File: src/hw/ldsp_regs.svh
/*
 * Constants of the loop DAC serial port: offsets, fields, resets, timing.
 * Assumes inclusion by bare name; the guard makes repeats harmless.
 */
`ifndef LDSP_REGS_SVH
`define LDSP_REGS_SVH

// Register word indices, byte address is four times the index
`define LDSP_IDX_CTRL      3'h0
`define LDSP_IDX_STATUS    3'h1
`define LDSP_IDX_MASK      3'h2
`define LDSP_IDX_INPUT     3'h3
`define LDSP_IDX_DAC       3'h4
`define LDSP_IDX_FAULT     3'h5
`define LDSP_IDX_PINS      3'h6

// Status and mask bit positions
`define LDSP_ST_FRAME      0
`define LDSP_ST_DACUPD     1
`define LDSP_ST_FAULT      2
`define LDSP_ST_W          3

// Control register fields
`define LDSP_CTRL_FAULTS   4:0
`define LDSP_CTRL_FAULT_W  5

// Reset values
`define LDSP_CTRL_RST      32'h0000_0000
`define LDSP_MASK_RST      3'h0
`define LDSP_FRAME_RST     24'h00_0000

// Frame length and serial clock limit
`define LDSP_FRAME_BITS    24
`define LDSP_SCLK_MAX_MHZ  30
`define LDSP_CLK_MHZ       100

`endif

File: src/hw/ldsp_pkg.sv
/*
 * Types shared by the loop DAC serial port design.
 * Assumes the register header sits in the same folder.
 */
`include "ldsp_regs.svh"

package ldsp_pkg;
    // Static select pins travelling together
    typedef struct packed {
        logic       alarm_up;
        logic       sense_int;
        logic [1:0] loop_span;
    } ldsp_sel_s;

    // Fault sources feeding the alert output
    typedef struct packed {
        logic link_loss;
        logic packet_error_check;
        logic loop_range;
        logic loop_voltage;
        logic overtemp;
    } ldsp_fault_s;
endpackage : ldsp_pkg

File: src/hw/ldsp_port.sv
/*
 * Loop DAC serial port: serial shift in/out, frame latch, load strobe,
 * fault alert, static selects, Avalon-MM register slave with interrupt.
 * Assumes serial pins asynchronous to clk, serial clock <= clk/2.
 */
`timescale 1ns/1ns
`include "ldsp_regs.svh"

module ldsp_port
    import ldsp_pkg::*;
#(
    parameter int FRAME_W = `LDSP_FRAME_BITS
) (
    input  wire logic        clk,
    input  wire logic        rst,
    input  wire logic [2:0]  avs_address,
    input  wire logic        avs_read,
    input  wire logic        avs_write,
    input  wire logic [31:0] avs_writedata,
    output logic      [31:0] avs_readdata,
    output logic             avs_waitrequest,
    input  wire logic        shift_clk,
    input  wire logic        frame_sel_n,
    input  wire logic        serial_in,
    output logic             serial_out,
    output logic             serial_out_oe,
    input  wire logic        load_strobe_n,
    output logic             fault_alert,
    input  wire logic        alarm_dir,
    input  wire logic        sense_resistor_select,
    input  wire logic        loop_span_sel0,
    input  wire logic        loop_span_sel1,
    input  wire logic [7:0]  loop_voltage_monitor,
    output logic             alarm_up,
    output logic             sense_internal,
    output logic [1:0]       loop_span,
    output logic             irq
);
    localparam int CNT_W = $clog2(FRAME_W + 1);
    // Fastest serial half period in clk cycles, must stay at least 1
    localparam int HALF_CYC = `LDSP_CLK_MHZ / (2 * `LDSP_SCLK_MAX_MHZ);

    // Synchronised pins
    logic [3:0]  pin_s;
    logic [7:0]  vmon_s;
    logic [3:0]  sel_s;
    ldsp_sel_s   sel;
    logic        sclk_s, fsel_n_s, serial_in_s, load_strobe_n_n_s;
    logic        sclk_d_r, fsel_d_r, load_strobe_n_d_r;
    logic        sclk_rise, sclk_fall, fsel_rise, fsel_fall, load_strobe_n_fall;

    // Reset to idle pin levels so no false edge follows reset
    ldsp_sync #(.W(4), .RST_VAL(4'hD)) u_sync_link (
        .clk (clk),
        .rst (rst),
        .d   ({shift_clk, frame_sel_n, serial_in, load_strobe_n}),
        .q   (pin_s)
    );
    ldsp_sync #(.W(12)) u_sync_static (
        .clk (clk),
        .rst (rst),
        .d   ({loop_voltage_monitor, alarm_dir, sense_resistor_select,
               loop_span_sel1, loop_span_sel0}),
        .q   ({vmon_s, sel_s})
    );

    assign sclk_s   = pin_s[3];
    assign fsel_n_s = pin_s[2];
    assign serial_in_s   = pin_s[1];
    assign load_strobe_n_n_s = pin_s[0];
    assign sel      = ldsp_sel_s'(sel_s);

    // Edge detection on synchronised levels
    always_ff @(posedge clk or posedge rst) begin
        if (rst) begin
            sclk_d_r <= 1'b1;
            fsel_d_r <= 1'b1;
            load_strobe_n_d_r <= 1'b1;
        end else begin
            sclk_d_r <= sclk_s;
            fsel_d_r <= fsel_n_s;
            load_strobe_n_d_r <= load_strobe_n_n_s;
        end
    end

    assign sclk_rise = sclk_s & ~sclk_d_r;
    assign sclk_fall = ~sclk_s & sclk_d_r;
    assign fsel_rise = fsel_n_s & ~fsel_d_r;
    assign fsel_fall = ~fsel_n_s & fsel_d_r;
    assign load_strobe_n_fall = ~load_strobe_n_n_s & load_strobe_n_d_r;

    // Shift registers and bit counter
    logic [FRAME_W-1:0] shift_in_r, shift_out_r;
    logic [FRAME_W-1:0] input_reg_r, dac_reg_r;
    logic [CNT_W-1:0]   bit_cnt_r;
    logic               in_frame;
    logic [7:0]         vmon_r;
    ldsp_fault_s        fault_src;
    logic [31:0]        ctrl_r;

    assign in_frame = ~fsel_n_s;

    // Input shift, falling edges within a frame only
    always_ff @(posedge clk or posedge rst) begin
        if (rst) begin
            shift_in_r <= `LDSP_FRAME_RST;
            bit_cnt_r  <= '0;
        end else if (fsel_fall) begin
            bit_cnt_r  <= '0;
        end else if (in_frame && sclk_fall) begin
            shift_in_r <= {shift_in_r[FRAME_W-2:0], serial_in_s};
            if (bit_cnt_r != CNT_W'(FRAME_W))
                bit_cnt_r <= bit_cnt_r + 1'b1;
        end
    end

    // Output shift, readback loaded at frame start, moves on rising edges
    always_ff @(posedge clk or posedge rst) begin
        if (rst) begin
            shift_out_r   <= `LDSP_FRAME_RST;
            serial_out    <= 1'b0;
            serial_out_oe <= 1'b0;
        end else if (fsel_fall) begin
            // MSB goes out now, so the first rise must show the next bit
            shift_out_r   <= {dac_reg_r[FRAME_W-2:8], vmon_r, 1'b0};
            serial_out_oe <= 1'b1;
            serial_out    <= dac_reg_r[FRAME_W-1];
        end else if (fsel_rise) begin
            serial_out_oe <= 1'b0;
        end else if (in_frame && sclk_rise) begin
            serial_out  <= shift_out_r[FRAME_W-1];
            shift_out_r <= {shift_out_r[FRAME_W-2:0], 1'b0};
        end
    end

    // Frame latch into input register, DAC update per load strobe
    logic frame_done, dac_pend_r, dac_upd;
    assign frame_done = fsel_rise && bit_cnt_r != '0;
    assign dac_upd = (frame_done && !load_strobe_n_n_s)
                   || (load_strobe_n_fall && dac_pend_r);

    always_ff @(posedge clk or posedge rst) begin
        if (rst) begin
            input_reg_r <= `LDSP_FRAME_RST;
            dac_pend_r  <= 1'b0;
        end else begin
            if (frame_done)
                input_reg_r <= shift_in_r;
            if (frame_done && load_strobe_n_n_s)
                dac_pend_r <= 1'b1;
            else if (dac_upd)
                dac_pend_r <= 1'b0;
        end
    end

    always_ff @(posedge clk or posedge rst) begin
        if (rst)
            dac_reg_r <= `LDSP_FRAME_RST;
        else if (dac_upd)
            dac_reg_r <= frame_done ? shift_in_r : input_reg_r;
    end

    // Static selects and loop voltage value
    always_ff @(posedge clk or posedge rst) begin
        if (rst) begin
            alarm_up       <= 1'b0;
            sense_internal <= 1'b0;
            loop_span      <= 2'h0;
            vmon_r         <= 8'h00;
        end else begin
            alarm_up       <= sel.alarm_up;
            sense_internal <= sel.sense_int;
            loop_span      <= sel.loop_span;
            vmon_r         <= vmon_s;
        end
    end

    // Fault sources are software-driven control bits
    assign fault_src = ldsp_fault_s'(ctrl_r[`LDSP_CTRL_FAULTS]);

    always_ff @(posedge clk or posedge rst) begin
        if (rst)
            fault_alert <= 1'b0;
        else
            fault_alert <= |fault_src;
    end

    // Register slave
    logic [`LDSP_ST_W-1:0] status_r, mask_r, st_set;
    logic                  wr_acc, rd_acc;

    assign st_set = {fault_alert == 1'b0 && (|fault_src),
                     dac_upd, frame_done};
    assign wr_acc = avs_write && !avs_waitrequest; // Lands as access ends
    assign rd_acc = avs_read && avs_waitrequest;

    // One wait cycle then the access completes
    always_ff @(posedge clk or posedge rst) begin
        if (rst)
            avs_waitrequest <= 1'b1;
        else if ((avs_read || avs_write) && avs_waitrequest)
            avs_waitrequest <= 1'b0;
        else
            avs_waitrequest <= 1'b1;
    end

    always_ff @(posedge clk or posedge rst) begin
        if (rst) begin
            ctrl_r <= `LDSP_CTRL_RST;
            mask_r <= `LDSP_MASK_RST;
        end else if (wr_acc) begin
            if (avs_address == `LDSP_IDX_CTRL)
                ctrl_r <= {27'h0, avs_writedata[`LDSP_CTRL_FAULTS]};
            if (avs_address == `LDSP_IDX_MASK)
                mask_r <= avs_writedata[`LDSP_ST_W-1:0];
        end
    end

    // Sticky status, set wins over write-one-to-clear
    always_ff @(posedge clk or posedge rst) begin
        if (rst)
            status_r <= '0;
        else if (wr_acc && avs_address == `LDSP_IDX_STATUS)
            status_r <= (status_r & ~avs_writedata[`LDSP_ST_W-1:0]) | st_set;
        else
            status_r <= status_r | st_set;
    end

    always_ff @(posedge clk or posedge rst) begin
        if (rst)
            irq <= 1'b0;
        else
            irq <= |(status_r & mask_r);
    end

    // Read data, unmapped addresses read zero
    always_ff @(posedge clk or posedge rst) begin
        if (rst)
            avs_readdata <= 32'h0000_0000;
        else if (rd_acc) begin
            case (avs_address)
                `LDSP_IDX_CTRL:   avs_readdata <= ctrl_r;
                `LDSP_IDX_STATUS: avs_readdata <= {29'h0, status_r};
                `LDSP_IDX_MASK:   avs_readdata <= {29'h0, mask_r};
                `LDSP_IDX_INPUT:  avs_readdata <= 32'(input_reg_r);
                `LDSP_IDX_DAC:    avs_readdata <= 32'(dac_reg_r);
                `LDSP_IDX_FAULT:  avs_readdata <= {24'h0, vmon_r};
                `LDSP_IDX_PINS:   avs_readdata <= {27'h0, dac_pend_r,
                                                   alarm_up, sense_internal,
                                                   loop_span};
                default:          avs_readdata <= 32'h0000_0000;
            endcase
        end
    end

    // Assertions
    initial assert (HALF_CYC >= 1)
        else $error("serial clock limit too fast for clk");
endmodule : ldsp_port

File: src/hw/ldsp_sync.sv
/*
 * Two flip-flop synchroniser for a vector of pin levels.
 * Assumes inputs arrive asynchronously to clk.
 */
`timescale 1ns/1ns

module ldsp_sync #(
    parameter int           W       = 1,
    parameter logic [W-1:0] RST_VAL = '0 // Idle level of each pin
) (
    input  wire logic         clk,
    input  wire logic         rst,
    input  wire logic [W-1:0] d,
    output logic      [W-1:0] q
);
    logic [W-1:0] meta_r;

    // First stage read only by the second stage
    always_ff @(posedge clk or posedge rst) begin
        if (rst) begin
            meta_r <= RST_VAL;
            q      <= RST_VAL;
        end else begin
            meta_r <= d;
            q      <= meta_r;
        end
    end
endmodule : ldsp_sync

File: config.mk
export PLATFORM = sky130hd
export DESIGN_NAME = ldsp_port
export DESIGN_NICKNAME = d
export VERILOG_FILES = /design/src/hw/ldsp_pkg.sv /design/src/hw/ldsp_port.sv /design/src/hw/ldsp_sync.sv
export VERILOG_INCLUDE_DIRS = /design/src /design/src/hw
export SDC_FILE = /design/constraint.sdc
export NUM_CORES = 1
export LEC_CHECK = 0
export ABC_AREA = 1
export BUFFER_PORTS_ARGS = -buffer_cell sky130_fd_sc_hd__buf_2
export CAP_MARGIN = 30
export CELL_PAD_IN_SITES_DETAIL_PLACEMENT = 1
export CELL_PAD_IN_SITES_GLOBAL_PLACEMENT = 1
export CORE_MARGIN = 10
export CORE_UTILIZATION = 47
export DETAILED_ROUTE_END_ITERATION = 10
export MAX_ROUTING_LAYER = met4
export PLACE_DENSITY_LB_ADDON = 0.15
export SYNTH_ARGS = -nofsm -noshare
export SYNTH_HDL_FRONTEND = slang
export SYNTH_SLANG_ARGS = --single-unit
File: constraint.sdc
create_clock -name clk -period 23.1 [get_ports clk]
set_clock_uncertainty 0.05 [all_clocks]
set_input_delay 6.93 -clock clk [delete_from_list [all_inputs] [get_ports clk]]
set_output_delay 6.93 -clock clk [all_outputs]
set_load 0.05 [all_outputs]
---- After elaboration in Yosys (flattened, before gate mapping) ----
Cells that the tools add are included.
word-level totals
  register bits ........................... 197
  output and inout port bits .............. 41
cells by class
  add/sub/neg operators ................... 1
  equality and inequality tests ........... 8
  muxes and demuxes ....................... 17
  bitwise operators ....................... 17
  reductions and logical operators ........ 29
operator list
  operator               count
  $pmux W24 S7           1
  $mux W24               4
  $mux W5                3
  $logic_and A1 B1 Y1    11
  $reduce_and A2 Y1      5
  $reduce_bool A2 Y1     5
  $eq A3 B3 Y1 const B   3
  $mux W1                8
  $not A1 Y1             7
  $and A3 B3 Y3          2
  $eq A3 B2 Y1 const B   2
  $or A3 B3 Y3           2
  $add A5 B1 Y5 const B  1
  $and A1 B1 Y1          5
  $ne A5 B5 Y1 const B   1
  $reduce_bool A5 Y1     1
  $reduce_or A5 Y1       1
  $eq A3 B1 Y1 const B   1
  $logic_not A3 Y1       1
  $mux W3                1
  $not A3 Y3             1
  $reduce_or A3 Y1       1
  $logic_not A1 Y1       2
  $logic_or A1 B1 Y1     2
  $ne A2 B1 Y1 const B   1

---- Longest topological paths before layout ----
  word-level depth ........................ 7
  mapped depth ............................ 9

---- Modules after synthesis ----
A second synthesis with hierarchy kept.
second synthesis, totals
  cell total of the unflattened synthesis .. 856
  area total of the unflattened synthesis .. 7728.7 um^2
by module, submodules not included
  module                     times used  cells an instance  area each (um^2)
  ldsp_port                  1           822                6912.9
  ldsp_sync (u_sync_static)  1           25                 604.3
  ldsp_sync (u_sync_link)    1           9                  211.5

---- Worst setup path after synthesis ----
OpenSTA, ideal clock, no wires.
  path kind ............................... input to register
  start ................................... in avs_address[2]
  end ..................................... reg avs_readdata[0]
  library setup time ...................... 118 ps
  data arrival time ....................... 7737 ps
  required time ........................... 22932 ps
  path slack .............................. 15196 ps
  cell stages on the path ................. 9
  buffers on the path ..................... 2
  path through ............................ buf_4 -> clkinv_1 -> buf_4 -> nand4_1 -> nand2_1 -> nor2_1 -> nand2_1 -> nand2_1 -> nand2_1
on the way
  word-level cells in the longest chain between the ends .. 2
RTL lines
  element                                     line              source
  start: declaration                          ldsp_port.sv:16   input wire logic [2:0] avs_address,
  $eq A3 B3 Y1, or another cell as far along  ldsp_port.sv:241  case (avs_address)
  $pmux W24 S7 *                              ldsp_port.sv:241
  end signal: assignment                      ldsp_port.sv:242  `LDSP_IDX_CTRL: avs_readdata <= ctrl_r;
  end signal: assignment                      ldsp_port.sv:243  `LDSP_IDX_STATUS: avs_readdata <= {29'h0, status_r};
  end signal: assignment                      ldsp_port.sv:244  `LDSP_IDX_MASK: avs_readdata <= {29'h0, mask_r};
  end: declaration                            ldsp_port.sv:20   output logic [31:0] avs_readdata,
Every way passes the cells marked *; elsewhere a longest branch is shown, timed or not.
A chain may end at the register's enable or synchronous reset.

---- Worst setup path in the final report ----
  start ................................... in avs_address[1]
  end ..................................... reg avs_readdata[9]
Same word-level chain as after synthesis.

==> impl_metrics.json <==
{
  "fin_crit_ns": 8.76,
  "crit_fanout": 16,
  "worstHoldStart": "u_sync_static.meta_r[6]",
  "ctsHtreeMaxLevel": 4,
  "clk_pin_slew_ns": 0.07,
  "grt_max_degree": 106,
  "grt_pass1_vias": 6465,
  "ios": 96,
  "ant_nets": 0,
  "row_count": 46,
  "core_area_sq_um": 16100,
  "dieArea_sq_um": 22100,
  "grt_pass1_wl_mm": 33.2,
  "max-clock-path-buffers": 2,
  "rrSetupSlack_ns": 20.23,
  "maxSlewViolCount": 0,
  "worst_hold_path_type": "register to register",
  "postSynthAreaPerCell_sq_um": 8.94,
  "worst_slew_pin_slew_ns": 0.945,
  "ys_seq_elements": 188,
  "final.period_utilization_pct": 37.9,
  "layout-drive-gt1-share_pct": 13.5,
  "die_height_um": 149,
  "portBuffers": 60,
  "clock_sinks": 188,
  "finalNetCount": 977,
  "layout_commonest_cell": "nand2_1",
  "cts_resized": 0,
  "fill_cells": 1915,
  "synthCells": 870,
  "powerDensity_nw_per_um2": 111,
  "hold_buffers": 0,
  "finalHoldViolCount": 0,
  "cts_setup_buffers": 0,
  "drt_iter0_drc": 315,
  "initial_core_util_pct": 48.5,
  "first_pass_iters": 4,
  "num_vias": 5948,
  "cts_buffers": 17,
  "p_leak_nw": 4.66,
  "ys_seq_area_share_pct": 60.6,
  "p_total_w": 0.000977,
  "drv_cap": 0,
  "drc": 0,
  "start_kind": "input pin",
  "yosys_warnings": 0,
  "cp.required_ns": 23.41,
  "whs_endpoint": "u_sync_static.q[6]",
  "die_x_um": 149,
  "hold_ws_ns": 0.300,
  "grt-ovfl-total": 0,
  "grt_antenna_before_repair": 0,
  "crit_arrival_ns": 9.08,
  "endpoint_kind": "register",
  "outcome": "finished, final reports clean",
  "dpl.hpwl_mm": 12.9,
  "wire_per_inst_um": 17.2,
  "final_util_pct": 54.7,
  "insertion_delay_ns": 0.44,
  "area_growth_pct": 12.9,
  "place_congestion": 0.828,
  "setup_viol": 0,
  "r2r_end": "shift_out_r[11]",
  "diodes": 0,
  "track_usage_pct": 19.2,
  "wl_mm": 19.7,
  "r2r-start": "fsel_d_r",
  "via_per_inst": 5.19,
  "cts_tree": "done",
  "ff2ff_path_depth": 7,
  "hold_path_depth": 0,
  "fmax_mhz": 114,
  "final_cell_mix": "nand2_1, dfrtp_1, nand3_1",
  "synth_cell_type_count": 25,
  "cts.root.buffer_cell": "clkbuf_16",
  "rsz0062_at_grt": "no",
  "critPathKind": "input pin to register",
  "worst_ir_drop_vdd_mv": 0.0611,
  "netlist_area_sq_um": 7780,
  "tns_ns": 0,
  "maxSlewHeadroom_pct": 36.9
}
[layout make-up]
class	count	area [sq um]	area share, %
timing repair buffer	70	415	4.73
clock buffer	17	425	4.84
clock inverter	15	165	1.88
multi-input combinational	589	2600	29.6
sequential	188	4720	53.7
tap	216	270	3.08
inverter	51	196	2.24
[state kept, by name, indices dropped and copies added (netlist names), 2 cells and up]
signal	flops
avs_readdata	24
bit_cnt_r	5
ctrl_r	5
dac_reg_r	24
input_reg_r	24
loop_span	2
mask_r	3
shift_in_r	24
shift_out_r	23
status_r	3
u_sync_link.meta_r	4
u_sync_link.q	4
u_sync_static.meta_r	12
u_sync_static.q	12
vmon_r	8
[Yosys cell counts (all sizes together)]
library cell / number / share of area (%)
clkbuf: 14 / 0.68
nand2: 355 / 17
ha: 5 / 0.80
o31ai: 1 / 0.27
nor3: 1 / 0.21
nor2: 30 / 1.4
inv: 48 / 2.3
dfrtp: 178 / 57
a21oi: 15 / 0.96
clkinv: 3 / 0.14
buf: 35 / 3.2
o21ai: 52 / 3.3
nand4: 22 / 2.0
dfstp: 10 / 3.4
conb: 1 / 0.048
nand3: 100 / 6.7
[per-layer routing]
| metal | GRT usage (%) | vias up | routed length [um] |
|---|---|---|---|
| met5 | - | - | 0 |
| met4 | 6.49 | 0 | 255 |
| met3 | 4.10 | 23 | 885 |
| met2 | 31.2 | 111 | 9860 |
| met1 | 23.4 | 2959 | 8660 |
| li1 | - | 2855 | - |
[cells by family after synthesis]
family,count (synthesis),share of synthesized area [%]
AOI/OAI and AO/OA,68,4.58
adders and majority gates,5,0.804
and+or+nand+nor,508,27.6
DFF,188,60.6
buffers and inverters,100,6.32
other,1,0.0482
[power by group]
part / internal, W / total (W) / switching [W]
registers: 0.000414 / 0.000468 / 0.0000539
logic: 0.0000631 / 0.000218 / 0.000155
clock network: 0.000161 / 0.000291 / 0.000130
total: 0.000638 / 0.000977 / 0.000338
[critical path, cell delays in order]
cell     delay (ns)
buf_2          0.21
nor2_1         0.70
nand2_1        0.49
o21ai_0        0.54
nand2_1        0.11
nand2_1        0.08
[worst max path at each step]
stage / start / endpoint / slack [ns]
after floorplan: rst / alarm_up / 11.02
after global placement: avs_address[1] / avs_readdata[7] / 14.05
after detailed placement: avs_address[1] / avs_readdata[8] / 13.99
after CTS: avs_address[1] / avs_readdata[8] / 14.30
after global routing: avs_address[1] / avs_readdata[7] / 14.06
final: avs_address[1] / avs_readdata[9] / 14.34
[per-stage QoR]
step,std cells,area [sq um],worst slack [ns]
5_1_grt,1146,8790,14.06
2_1_floorplan,877,7810,11.02
3_3_place_gp,1112,8140,14.05
4_1_cts,1145,8760,14.30
3_5_place_dp,1113,8170,13.99
6_report,1146,8790,14.34
Note: power is estimated with default switching activity, not from simulation.
